<file path="config.mk">
export PLATFORM = sky130hd
export DESIGN_NAME = lip_top
export DESIGN_NICKNAME = d
export VERILOG_FILES = /design/src/inc/lip_pkg.sv /design/src/core/lip_capture.sv /design/src/core/lip_top.sv
export SDC_FILE = /design/constraint.sdc
export NUM_CORES = 1
export LEC_CHECK = 0
export ABC_AREA = 1
export BUFFER_PORTS_ARGS = -buffer_cell sky130_fd_sc_hd__buf_2
export CORE_MARGIN = 2
export CORE_UTILIZATION = 51
export CTS_CLUSTER_DIAMETER = 150
export DETAILED_ROUTE_END_ITERATION = 10
export PLACE_DENSITY = 0.92
export SLEW_MARGIN = 20
export SYNTH_ARGS = -nofsm -noshare
export SYNTH_HDL_FRONTEND = slang
export SYNTH_HIERARCHICAL = 1
export SYNTH_SLANG_ARGS = --single-unit
</file>
<file path="constraint.sdc">
create_clock -name clk -period 2 [get_ports clk]
set_input_delay 0.1 -clock clk [delete_from_list [all_inputs] [get_ports clk]]
set_output_delay 0.1 -clock clk [all_outputs]
set_load 0.01 [all_outputs]
</file>
<file path="src/inc/lip_pkg.sv">
// Constants, functions and behaviour summary for the local interrupt prioritizer
// Behaviour
// - One non-maskable, six local and six system-bus requests merge into a single prioritized request.
// - A polled mode lets software read pending requests without the processor being interrupted.
// - Software programs per local request whether it is enabled and whether it is edge or level.
// - Status shows local and bus pending, the poll level and the level acknowledged most recently.
// - The test switch raises a non-maskable request at level 7.
// - The two parallel timer units request on levels 6 and 5.
// - The dual serial controller requests on level 4.
// - The multi-function peripheral requests on level 3.
// - The network controller requests on level 2.
// - The disk-interface controller requests on level 1.
// - Each 24-bit timer interrupts through its parallel timer unit's request line.
// - The system-bus failure lines are passed to the first parallel timer unit for monitoring.
package lip_pkg;
	localparam int LIP_LEVELS = 8;
	localparam logic [2:0] LIP_LVL_NMI = 3'h7;
	localparam logic [2:0] LIP_LVL_PTU1 = 3'h6;
	localparam logic [2:0] LIP_LVL_PTU2 = 3'h5;
	localparam logic [2:0] LIP_LVL_SERIAL = 3'h4;
	localparam logic [2:0] LIP_LVL_MULTI = 3'h3;
	localparam logic [2:0] LIP_LVL_NET = 3'h2;
	localparam logic [2:0] LIP_LVL_DISK = 3'h1;
	localparam logic [7:0] LIP_ENABLE_RESET = 8'h00;
	localparam logic [7:0] LIP_EDGE_RESET = 8'h00;
	localparam logic [2:0] LIP_ACK_RESET = 3'h0;
	localparam logic [6:0] LIP_SYS_MASK_RESET = 7'h00;

	// Highest set bit index of an 8-bit vector, 0 when none
	function automatic logic [2:0] lip_top_level(input logic [7:0] v);
		logic [2:0] r;
		r = 3'h0;
		for (int i = 1; i < 8; i++) begin
			if (v[i]) begin
				r = 3'(i);
			end
		end
		return r;
	endfunction

	// True when the acknowledge strobe names the given level
	function automatic logic lip_hit(input logic a, input logic [2:0] al, input logic [2:0] lvl);
		return a && (al == lvl);
	endfunction
endpackage

</file>
<file path="src/core/lip_capture.sv">
// Per-level request capture with edge/level mode and acknowledge clear
`timescale 1ns/1ns
`default_nettype none
module lip_capture
	import lip_pkg::*;
(
	// Clock and control
	input wire logic clk,
	input wire logic reset,
	input wire logic ce,
	// Request and programming
	input wire logic req,
	input wire logic enable,
	input wire logic edge_mode,
	input wire logic ack,
	// Result
	output logic pending
);
	logic prev;
	logic latch;
	wire rise = req & ~prev;

	// Edge requests latch; a new edge in the ack cycle wins
	always_ff @(posedge clk) begin
		if (reset) begin
			prev <= 1'b0;
			latch <= 1'b0;
		end else if (ce) begin
			prev <= req;
			latch <= enable & (rise | (latch & ~ack));
		end
	end

	// Level requests follow the source, so withdrawal clears them
	assign pending = enable & (edge_mode ? latch : req);
endmodule
`default_nettype wire

</file>
<file path="src/core/lip_top.sv">
// Local interrupt prioritizer top level
`timescale 1ns/1ns
`default_nettype none
module lip_top
	import lip_pkg::*;
(
	// Clock and control
	input wire logic clk,
	input wire logic reset,
	input wire logic ce,
	// Local sources
	input wire logic test_switch,
	input wire logic ptu1_req,
	input wire logic ptu1_timer_req,
	input wire logic ptu2_req,
	input wire logic ptu2_timer_req,
	input wire logic dual_serial_controller_req,
	input wire logic multi_function_peripheral_req,
	input wire logic network_req,
	input wire logic disk_req,
	// System bus
	input wire logic [6:1] sysbus_irq,
	input wire logic sysfail_n,
	input wire logic acfail_n,
	// Programming from software
	input wire logic [7:1] local_enable,
	input wire logic [7:1] local_edge,
	input wire logic [6:1] sys_enable,
	input wire logic poll_mode,
	// Processor acknowledge
	input wire logic ack,
	input wire logic [2:0] ack_level,
	// Processor request and status
	output logic [2:0] cpu_ipl,
	output logic cpu_nmi,
	output logic [7:1] local_pending,
	output logic [6:1] sys_pending,
	output logic [2:0] last_ack,
	output logic ack_valid,
	output logic [2:0] poll_level,
	// Failure lines to first parallel timer unit
	output logic first_parallel_timer_unit_sysfail,
	output logic first_parallel_timer_unit_acfail
);
	wire [7:1] raw_local;
	wire [7:1] pend_local;
	wire [7:0] merged;
	wire [2:0] best;
	wire [7:1] ack_hit;
	logic sw_prev;
	logic nmi_latch;

	// Fixed source to level map; timers share their unit's line
	assign raw_local[LIP_LVL_PTU1] = ptu1_req | ptu1_timer_req;
	assign raw_local[LIP_LVL_PTU2] = ptu2_req | ptu2_timer_req;
	assign raw_local[LIP_LVL_SERIAL] = dual_serial_controller_req;
	assign raw_local[LIP_LVL_MULTI] = multi_function_peripheral_req;
	assign raw_local[LIP_LVL_NET] = network_req;
	assign raw_local[LIP_LVL_DISK] = disk_req;
	assign raw_local[LIP_LVL_NMI] = 1'b0;

	// Acknowledge decode per level, shared by all captures
	for (genvar h = 1; h < 8; h++) begin : g_hit
		assign ack_hit[h] = lip_hit(ack, ack_level, 3'(h));
	end

	// Capture for levels 1..6
	for (genvar g = 1; g < 7; g++) begin : g_cap
		lip_capture u_cap (
			.clk(clk),
			.reset(reset),
			.ce(ce),
			.req(raw_local[g]),
			.enable(local_enable[g]),
			.edge_mode(local_edge[g]),
			.ack(ack_hit[g]),
			.pending(pend_local[g])
		);
	end

	// Non-maskable switch: always edge latched, ignores enable
	always_ff @(posedge clk) begin
		if (reset) begin
			sw_prev <= 1'b0;
			nmi_latch <= 1'b0;
		end else if (ce) begin
			sw_prev <= test_switch;
			nmi_latch <= (test_switch & ~sw_prev) | (nmi_latch & ~ack_hit[LIP_LVL_NMI]);
		end
	end
	assign pend_local[LIP_LVL_NMI] = nmi_latch;

	// Merge local and bus requests; level 7 always top
	assign merged = {pend_local[7], pend_local[6:1] | (sysbus_irq & sys_enable), 1'b0};
	assign best = lip_top_level(merged);

	// Registered outputs; poll mode keeps the processor line quiet
	always_ff @(posedge clk) begin
		if (reset) begin
			cpu_ipl <= 3'h0;
			cpu_nmi <= 1'b0;
			local_pending <= 7'h00;
			sys_pending <= 6'h00;
			poll_level <= 3'h0;
			first_parallel_timer_unit_sysfail <= 1'b0;
			first_parallel_timer_unit_acfail <= 1'b0;
		end else if (ce) begin
			cpu_ipl <= poll_mode ? 3'h0 : best;
			cpu_nmi <= ~poll_mode & merged[7];
			local_pending <= pend_local;
			sys_pending <= sysbus_irq & sys_enable;
			poll_level <= best;
			first_parallel_timer_unit_sysfail <= ~sysfail_n;
			first_parallel_timer_unit_acfail <= ~acfail_n;
		end
	end

	// Last acknowledged level kept for status
	always_ff @(posedge clk) begin
		if (reset) begin
			last_ack <= LIP_ACK_RESET;
			ack_valid <= 1'b0;
		end else if (ce && ack) begin
			last_ack <= ack_level;
			ack_valid <= 1'b1;
		end
	end
endmodule
`default_nettype wire

</file>
[After elaboration in Yosys (flattened, before gate mapping)]
Index checks and enable logic that the tools add are counted.
Cells by class
  $add $sub $neg: 0
  multiply operators: 0
  div/mod/pow operators: 0
  order comparisons: 0
  equal/unequal tests: 7
  shift operators: 0
  muxes and demuxes: 14
  bitwise gates (word level): 55
  reductions and logical operators: 8
Operators with widths (number)
  $and 1x1->1: 27
  $mux 3: 7
  $not 1->1: 17
  $eq 3x3->1 const B: 4
  $or 1x1->1: 9
  $logic_and 1x1->1: 8
  $mux 1: 7
  $and 6x6->6: 1
  $eq 3x2->1 const B: 2
  $or 6x6->6: 1
  $eq 3x1->1 const B: 1
Storage, ports and cells
  flip-flop bits (word level): 40
  latch bits: 0
  bits in writable memories: 0
  memory bits (read-only): 0
  output and inout bits: 26
  logic and storage cells: 107
  memories: 0

[Depth between registers and ports, before layout]
Gate-level depths: netlist of the first run.
  depth in word-level cells: 12
  mapped depth: 12
  gate-level depth less buffers: 12

[By module]
Netlist of the first run, hierarchy kept.
By module, submodules not included
  lip_top: times used 1, cells an instance 159, area an instance 1158.6 µm², sequential area each 560.5 µm²
  lip_capture: times used 6, cells an instance 15, area an instance 96.3 µm², sequential area each 40.0 µm²

[Worst setup path after synthesis of the first run]
Ideal clock, no wire load.
  path kind: in2reg
  start point: input port ptu2_timer_req
  end point: register cpu_ipl[1]
  arrival time: 1.101 ns
  slack: 0.830 ns
  stages: 10
  path buffers: 0
  cells stage by stage: or2_2 -> o21ai_0 -> a21oi_1 -> inv_2 -> nand2_1 -> nor2_1 -> nand2_1 -> nand2_1 -> nand3_1 -> a21oi_1
Between the ends
  longest elaborated chain between the ends: 8
Ends and longest elaborated chain
  from (decl): RTL line lip_top.sv:16  | input wire logic ptu2_timer_req,
  $or 1x1->1: RTL line lip_top.sv:55  | assign raw_local[LIP_LVL_PTU2] = ptu2_req | ptu2_timer_req;
  $mux 1: RTL line lip_capture.sv:35  | assign pending = enable & (edge_mode ? latch : req);
  $and 1x1->1: RTL line lip_capture.sv:35
  net pend_local, one bit: RTL line lip_top.sv:46  | wire [7:1] pend_local;
  $or 6x6->6: RTL line lip_top.sv:94  | assign merged = {pend_local[7], pend_local[6:1] | (sysbus_irq & sys_enable), 1'b0};
  $mux 3 (3 in a row): RTL line lip_pkg.sv:34  | if (v[i]) begin
  $mux 3: RTL line lip_top.sv:108  | cpu_ipl <= poll_mode ? 3'h0 : best;
  to (signal assigned): RTL line lip_top.sv:108
  to (decl): RTL line lip_top.sv:34  | output logic [2:0] cpu_ipl,
The timed path passes the listed nets, and every way through them passes these cells.
A chain may end at the register's enable or synchronous reset.

[Worst setup path in the final report of the first run]
  start point: register g_cap[6].u_cap.latch
  end point: register poll_level[2]
Between the ends
  longest elaborated chain between the ends: 5
Ends and longest elaborated chain
  from (decl): RTL line lip_capture.sv:20  | logic latch;
  from (signal assigned): RTL line lip_capture.sv:30  | latch <= enable & (rise | (latch & ~ack));
  $mux 1: RTL line lip_capture.sv:35
  $and 1x1->1: RTL line lip_capture.sv:35
  net pend_local, one bit: RTL line lip_top.sv:46
  $or 6x6->6: RTL line lip_top.sv:94
  $mux 3 (2 in a row): RTL line lip_pkg.sv:34
  to (signal assigned): RTL line lip_top.sv:112  | poll_level <= best;
  to (decl): RTL line lip_top.sv:40  | output logic [2:0] poll_level,
The timed path passes the listed nets, and every way through them passes these cells.

==> results of run 1 <==
==> critical path, cell delays in order, from the launching register on <==
cell                      delay [ns]
sky130_fd_sc_hd__dfxtp_1        0.35
sky130_fd_sc_hd__inv_1          0.04
sky130_fd_sc_hd__a21oi_1        0.34
sky130_fd_sc_hd__nor2_1         0.07
sky130_fd_sc_hd__nand2_1        0.08
sky130_fd_sc_hd__inv_2          0.04
sky130_fd_sc_hd__nand2_1        0.08
sky130_fd_sc_hd__nand2_1        0.06
sky130_fd_sc_hd__a21oi_1        0.13
==> power by group <==
| part | internal, µW | leakage (µW) | switching (µW) |
|---|---|---|---|
| Clock | 171 | 0.0000305 | 270 |
| Combinational | 121 | 0.000733 | 165 |
| Sequential | 845 | 0.000330 | 22.8 |
==> flip-flops by register name (all words and copies together), names as in the netlist <==
name                               cells
poll_level                             3
ack_valid                              1
local_pending                          7
first_parallel_timer_unit_sysfail      1
g_cap.u_cap/prev                       6
sys_pending                            6
last_ack                               3
nmi_latch                              1
g_cap.u_cap/latch                      6
first_parallel_timer_unit_acfail       1
cpu_nmi                                1
sw_prev                                1
cpu_ipl                                3
==> what timing repair did <==
| action | 4_1_cts | 5_1_grt |
|---|---|---|
| setup buffers | 0 | 0 |
| hold buffers | 4 | 1 |
| hold endpoints to repair | 4 | 1 |
==> cell usage in the layout, fill, tap and decap left out, drive strengths merged <==
master       instances
dfxtp               40
nor2                32
nand4                6
nand2               53
a21oi               43
o21ai               23
nand3                6
nor3                 2
or2                  3
buf                 72
clkbuf               6
inv                 34
clkinvlp             2
dlygate4sd3          5
==> worst max path at each step <==
| stage | from | end | cells past startpoint |
|---|---|---|---|
| floorplan | ptu2_timer_req | cpu_ipl[1]$_SDFFE_PP0P_ | 10 |
| global placement | ptu2_timer_req | cpu_ipl[1]$_SDFFE_PP0P_ | 11 |
| detailed placement | ptu2_timer_req | poll_level[1]$_SDFFE_PP0P_ | 11 |
| CTS | g_cap[2].u_cap/latch$_SDFFE_PP0P_ | poll_level[0]$_SDFFE_PP0P_ | 11 |
| global route | g_cap[6].u_cap/latch$_SDFFE_PP0P_ | poll_level[2]$_SDFFE_PP0P_ | 8 |
| finish | g_cap[6].u_cap/latch$_SDFFE_PP0P_ | poll_level[2]$_SDFFE_PP0P_ | 8 |
==> logic make-up (layout without fill, tap and decap cells) <==
| logic type | after synthesis | count (layout) |
|---|---|---|
| DFF | 40 | 40 |
| buffers and inverters | 41 | 119 |
| and+or+nand+nor | 102 | 102 |
| AOI/OAI and AO/OA | 66 | 66 |
==> layer usage <==
metal | share of wire (%) | up-vias | wire length, µm | GRT usage, %
met5 | 0 | - | 0 | 0
met4 | 2.0 | 0 | 83 | 7.78
met3 | 7.0 | 8 | 286 | 6.70
met2 | 47 | 58 | 1910 | 35.9
met1 | 44 | 767 | 1780 | 26.1
li1 | - | 952 | - | -
==> area by class of cell <==
| class | instances | area (µm²) | share of cell area [%] |
|---|---|---|---|
| multi-input cells | 168 | 772 | 34.4 |
| inverters | 34 | 128 | 5.69 |
| clock buffers | 6 | 51.3 | 2.29 |
| repair buffers | 77 | 420 | 18.7 |
| flip-flops and latches | 40 | 801 | 35.7 |
| clock inverters | 2 | 15.0 | 0.669 |
| well taps | 46 | 57.6 | 2.56 |
==> metrics by stage <==
step / hold slack [ns] / total power (µW) / util, %
2_1_floorplan: 0.169 / 1040 / -
3_3_place_gp: 0.284 / 1150 / 64.3
3_5_place_dp: 0.289 / 1160 / 64.3
4_1_cts: 0.000196 / 1600 / 67.5
5_1_grt: 0.00644 / 1690 / 67.8
6_report: 0.00868 / 1590 / 67.8
==> results.cfg, run 1 <==
[power]
p_leak_uw = 0.00109
power.density_mw_per_mm2 = 710
ir_drop_uv = 583

[logic_synthesis]
synthXorXnorAreaFrac_pct = 0
yosys_most_used_dff = sky130_fd_sc_hd__dfxtp_1
synth_top_cells_by_area = sky130_fd_sc_hd__dfxtp_1 46%, sky130_fd_sc_hd__a21oi_1 12%, sky130_fd_sc_hd__nand2_1 11%, sky130_fd_sc_hd__nor2_1 6.7%, sky130_fd_sc_hd__inv_1 6.1%
synth_top_area_share_pct = 46.1
synth_compound_gate_area_share_pct = 19.7
synth-edff-count = 0
synthesis.area_mm2 = 0.00174
postSynthCellCount = 249
synth-seq-cells = 40
synthDistinctLibCells = 19
synthAdderAreaFrac_pct = 0
synth_top_family_by_area = simple AND/OR/NAND/NOR gates
ys.warnings.count = 6
yosys-top-cells-count = 50 x sky130_fd_sc_hd__nand2_1, 40 x sky130_fd_sc_hd__a21oi_1, 40 x sky130_fd_sc_hd__dfxtp_1
synth_area_per_cell_um2 = 6.97
postSynthNetCount = 294
muxShareOfSynthArea_pct = 0
yosysSeqAreaShare_pct = 46.1
yosysMostFrequentCell = sky130_fd_sc_hd__nand2_1
synthSimpleGateAreaFrac_pct = 24.8
ys_async_sr_fraction_pct = 0
synth_top_area_cell = sky130_fd_sc_hd__dfxtp_1

[critical_path]
critPathRequiredTime_ns = 2.29
r2r-start = g_cap[6].u_cap/latch$_SDFFE_PP0P_
worstReg2RegEnd = poll_level[2]$_SDFFE_PP0P_
ff2ff_setup_slack_ns = 0.75
endpoint_kind = flip-flop
worst_r2r_path_depth = 8
largest_driver_fanout_on_the_critical_path = 3
timing.critical_path.from_type = flip-flop
critical_path_arrival_ns = 1.55
crit_type = flip-flop to flip-flop

[clock_network]
cts.root.buffer_cell = sky130_fd_sc_hd__clkbuf_4
clk_pin_slew_worst_paths_ns = 0.12
cts_made_buffers = 5
tritoncts = built
clock_tree.buffer_depth = 2
cts_repair_resize_count = 0
cts.htree.levels = 2
insertion_delay_ns = 0.35
cts.sink_count = 40

[finish]
final_net_count = 371
fillerInstances = 300
final_cell_count_no_fill = 373
antenna_cells = 0
stdcell_area_mm2 = 0.00224
area_delta_synth_final_pct = 29.3
final_layout_size_suffix_gt1_share_pct = 29.1

[placement]
placedInstanceArea_mm2 = 0.00213
detailed_place_hpwl_um = 2910
buffer_ports.inserted = 68
place_congestion = 0.805
numPlacedInstances = 360
preCtsSetupSlack_ns = 0.555

[routing]
drt_drc_violations_left = 0
route.detailed.vias_per_inst = 4.79
drt_first_pass_iters = 4
avgRoutedWirePerCell_um = 10.9
via_count = 1785
drt_iter0_markers = 76
drt_wl_total_um = 4060
drtAntennaViolNets = 0

[sta]
worst_clock_skew_ns = 0.0116
grt_setup_unrepaired = no
maxSlewViolCount = 0
final.setup.worst_slack_ns = 0.749
setup_total_negative_slack_ns = 0
timing.final.hold_violations = 0
relative_slew_margins_pct = 68.2
worst_pin_slew_ns = 0.477
final.min_clock_period_ns = 1.25
final-setup-viol-count = 0
maximum_achievable_frequency_ghz = 0.799
timing.final.crit_share_pct = 62.6

[hold_path]
min_path_cells = 3
timing.hold.worst_endpoint = sys_pending[3]$_SDFFE_PP0P_
timing.hold.worst.class = input pin to flip-flop
hp-start = sys_enable[3]

[grt]
initial_antenna_violation_count = 0
grt_max_degree = 24
grt_pass1_wl_um = 6580
grt_util_all_layers_pct = 21.5
global_route.overflow_total = 0
first_global_vias = 1514

[die]
design.portCount = 71
fp.dieW_um = 62.4
design.die.area_mm2 = 0.00389
die_y_um = 62.4
floorplan_row_count = 21
start_util_pct = 52.5
fp.coreArea_mm2 = 0.00331

[run_status]
outcome = finished, final reports clean

[run]
count_of_maximum_capacitance_violations = 0
(Power assumes the default switching activity.)
==> inputs of run 2 (changes only) <==
--- a/config.mk
+++ b/config.mk
@@ -5,13 +5,13 @@
 export SDC_FILE = /design/constraint.sdc
 export NUM_CORES = 1
 export LEC_CHECK = 0
-export ABC_AREA = 1
+export ABC_AREA = 0
 export BUFFER_PORTS_ARGS = -buffer_cell sky130_fd_sc_hd__buf_2
 export CORE_MARGIN = 2
-export CORE_UTILIZATION = 51
+export CORE_UTILIZATION = 48
 export CTS_CLUSTER_DIAMETER = 150
 export DETAILED_ROUTE_END_ITERATION = 10
-export PLACE_DENSITY = 0.92
+export PLACE_DENSITY = 0.87
 export SLEW_MARGIN = 20
 export SYNTH_ARGS = -nofsm -noshare
 export SYNTH_HDL_FRONTEND = slang
==> constraint.sdc (replaced) <==
create_clock -name clk -period 1.25 [get_ports clk]
set_input_delay 0.0625 -clock clk [delete_from_list [all_inputs] [get_ports clk]]
set_output_delay 0.0625 -clock clk [all_outputs]
set_load 0.01 [all_outputs]
==> run 2 against run 1 <==
The run now ends with setup timing left. Clock skew is 0.0099 ns lower. Global-route usage is 0.85 points lower. Die area is 11% higher. Synthesized cell count is 18% lower. Sequential power is 59% higher. Area after synthesis is 4.9% higher. Setup slack worse by 0.75 ns. Total power is 71% higher. Hold slack better by 0.031 ns. First-iteration DRC count is 28% higher. Highest routed layer unchanged.
==> results.cfg, run 2 <==
[logic_synthesis]
synth_top_area_cell = sky130_fd_sc_hd__dfxtp_1
synth-seq-cells = 40
yosys-top-cells-count = 40 x sky130_fd_sc_hd__dfxtp_1, 24 x sky130_fd_sc_hd__nor2_1, 23 x sky130_fd_sc_hd__a21oi_1
yosysMostFrequentCell = sky130_fd_sc_hd__dfxtp_1
synth_area_per_cell_um2 = 8.97
yosysSeqAreaShare_pct = 44.0
synth_top_cells_by_area = sky130_fd_sc_hd__dfxtp_1 44%, sky130_fd_sc_hd__mux2i_1 11%, sky130_fd_sc_hd__a21oi_1 6.3%, sky130_fd_sc_hd__nor2_1 4.9%, sky130_fd_sc_hd__nand2b_1 4.5%
synth-edff-count = 0
yosys_most_used_dff = sky130_fd_sc_hd__dfxtp_1
postSynthCellCount = 203
synthesis.area_mm2 = 0.00182
synth_top_area_share_pct = 44.0
synthDistinctLibCells = 33
ys.warnings.count = 6
ys_async_sr_fraction_pct = 0
postSynthNetCount = 248

[finish]
antenna_cells = 0
fillerInstances = 318
largest-register = local_pending
largest_register_ff_count = 7
final_cell_count_no_fill = 330
layout.cells.most_common = sky130_fd_sc_hd__buf_2
layout_common_cells = 68 x sky130_fd_sc_hd__buf_2, 38 x sky130_fd_sc_hd__dfxtp_1, 24 x sky130_fd_sc_hd__nor2_1, 23 x sky130_fd_sc_hd__a21oi_1, 20 x sky130_fd_sc_hd__mux2i_1
final_layout_size_suffix_gt1_share_pct = 33.7
final_net_count = 327
area_delta_synth_final_pct = 29.9
final_design_utilization_pct = 64.6

[die]
floorplan_row_count = 22
design.die.area_mm2 = 0.00430
fp.coreArea_mm2 = 0.00366
die_y_um = 65.6
design.portCount = 71
start_util_pct = 49.8
fp.dieW_um = 65.6

[critical_path]
slowest_stage = sky130_fd_sc_hd__dfxtp_2
critPathRequiredTime_ns = 1.47
largest_driver_fanout_on_the_critical_path = 3
critical_path_arrival_ns = 1.48
timing.critical_path.from_type = flip-flop
endpoint_kind = flip-flop
timing.critical_path.slowest_cell_delay_ns = 0.33
crit_type = flip-flop to flip-flop
ordered_list_of_cells_on_the_worst_path = mux2i_1 > nor2b_2 > a21o_1 > o211ai_1 > a41o_1

[grt]
groute.layer.met3.usage_pct = 4.28
grt_pass1_wl_um = 6860
grt_use_met1_pct = 27.1
globalRoute.busiestLayer = met2
global_route.overflow_total = 0
grt_max_degree = 16
first_global_vias = 1550
initial_antenna_violation_count = 0
grt_util_all_layers_pct = 20.6
globalRouteMet2Util_pct = 32.3

[sta]
final.setup.worst_slack_ns = -0.00519
final.min_clock_period_ns = 1.26
setup_total_negative_slack_ns = -0.00519
worst_pin_slew_ns = 0.302
timing.final.crit_share_pct = 100
relative_slew_margins_pct = 79.9
timing.final.hold_violations = 0
worst_clock_skew_ns = 0.00166
maxSlewViolCount = 0
maximum_achievable_frequency_ghz = 0.797
grt_setup_unrepaired = yes
final-setup-viol-count = 1
final.hold.worst_slack_ns = 0.0397

[run_status]
violations_in_the_final_reports = setup timing
outcome = finished, violations left

[power]
ir_drop_uv = 790
p_leak_uw = 0.00112
power.density_mw_per_mm2 = 1160

[clock_network]
cts.root.buffer_cell = sky130_fd_sc_hd__clkbuf_8
cts_made_buffers = 5
clk_pin_slew_worst_paths_ns = 0.07
clock_tree.buffer_depth = 2
insertion_delay_ns = 0.28
tritoncts = built
cts.htree.levels = 2
cts.sink_count = 40

[placement]
detailed_place_hpwl_um = 3230
place_congestion = 0.794
buffer_ports.inserted = 68
preCtsSetupSlack_ns = -0.142
numPlacedInstances = 320

[routing]
route.detailed.vias_per_inst = 5.07
drt_wl_total_um = 4170
drtAntennaViolNets = 0
drt_first_pass_iters = 5
via_count = 1672
drt_iter0_markers = 97
drt_drc_violations_left = 0
avgRoutedWirePerCell_um = 12.6

[hold_path]
timing.hold.worst.class = input pin to flip-flop

[run]
count_of_maximum_capacitance_violations = 0
[run 2: cell types whose count changed in the layout (fill, tap and decap cells not counted), sizes merged, moves of 12 or more]
| cell | delta |
|---|---|
| mux2i | +20 |
| nor2b | +12 |
| o21ai | -16 |
| nand2 | -46 |
| inv | -27 |
| nand2b | +13 |
| a21oi | -18 |
[run 2: report_power, final]
part	total, µW	internal, µW	leakage, µW	switching (µW)
Combinational	462	221	0.000737	242
Sequential	1380	1340	0.000329	32.0
Clock	896	491	0.0000503	405
[run 2: metal layers]
layer,vias up,routed length (µm)
li1,874,-
met1,731,1910
met2,61,1920
met3,6,269
met4,0,67
met5,-,0
[run 2: cells by family (layout without fill, tap and decap cells)]
group	Yosys count	count (layout)	synth area share, %
buffers and inverters	15	94	4.46
muxes	20	20	11.0
DFF	40	40	44.0
AOI/OAI and AO/OA	48	48	17.0
and+or+nand+nor	80	80	23.6
[run 2: final cells by class]
class,instances,area [µm²],share of cell area (%)
Timing Repair Buffer,80,435,18.4
Tap cell,48,60.1,2.54
Clock buffer,7,96.3,4.07
Sequential cell,40,803,34.0
Inverter,7,26.3,1.11
Multi-Input combinational cell,148,945,39.9
[run 2: worst paths after layout]
path	to	depth (start not counted)	slack [ns]	from
worst max-delay path	cpu_ipl[0]$_SDFFE_PP0P_	5	-0.005	g_cap[2].u_cap/latch$_SDFFE_PP0P_
worst min-delay path	sw_prev$_SDFFE_PP0P_	3	0.04	test_switch
worst max register to register	cpu_ipl[0]$_SDFFE_PP0P_	5	-0.005	g_cap[2].u_cap/latch$_SDFFE_PP0P_
worst min register to register	last_ack[0]$_SDFFE_PP0P_	2	0.46	last_ack[0]$_SDFFE_PP0P_
[run 2: critical path, delay by kind of cell (launching register included)]
family / cells / cell delay [ns]
muxes: 1 / 0.16
and+or+nand+nor: 1 / 0.09
AOI/OAI and AO/OA: 3 / 0.63
DFF: 1 / 0.33
[run 2: what timing repair did]
| item | CTS | global route |
|---|---|---|
| pin swaps | 1 | 1 |
| gates resized for setup | 2 | 2 |
| hold buffers | 2 | 0 |
| cloned | 0 | 0 |
| endpoints found under the setup margin | 3 | 4 |
| setup buffers | 0 | 1 |
| hold endpoints to repair | 2 | 0 |
[run 2: through the flow]
step / power, µW / instance area [µm²]
after detailed placement: 1860 / 2230
after CTS: 2760 / 2360
final: 2730 / 2370
after floorplan: 1650 / 1820
after global placement: 1850 / 2230
after global routing: 2870 / 2370
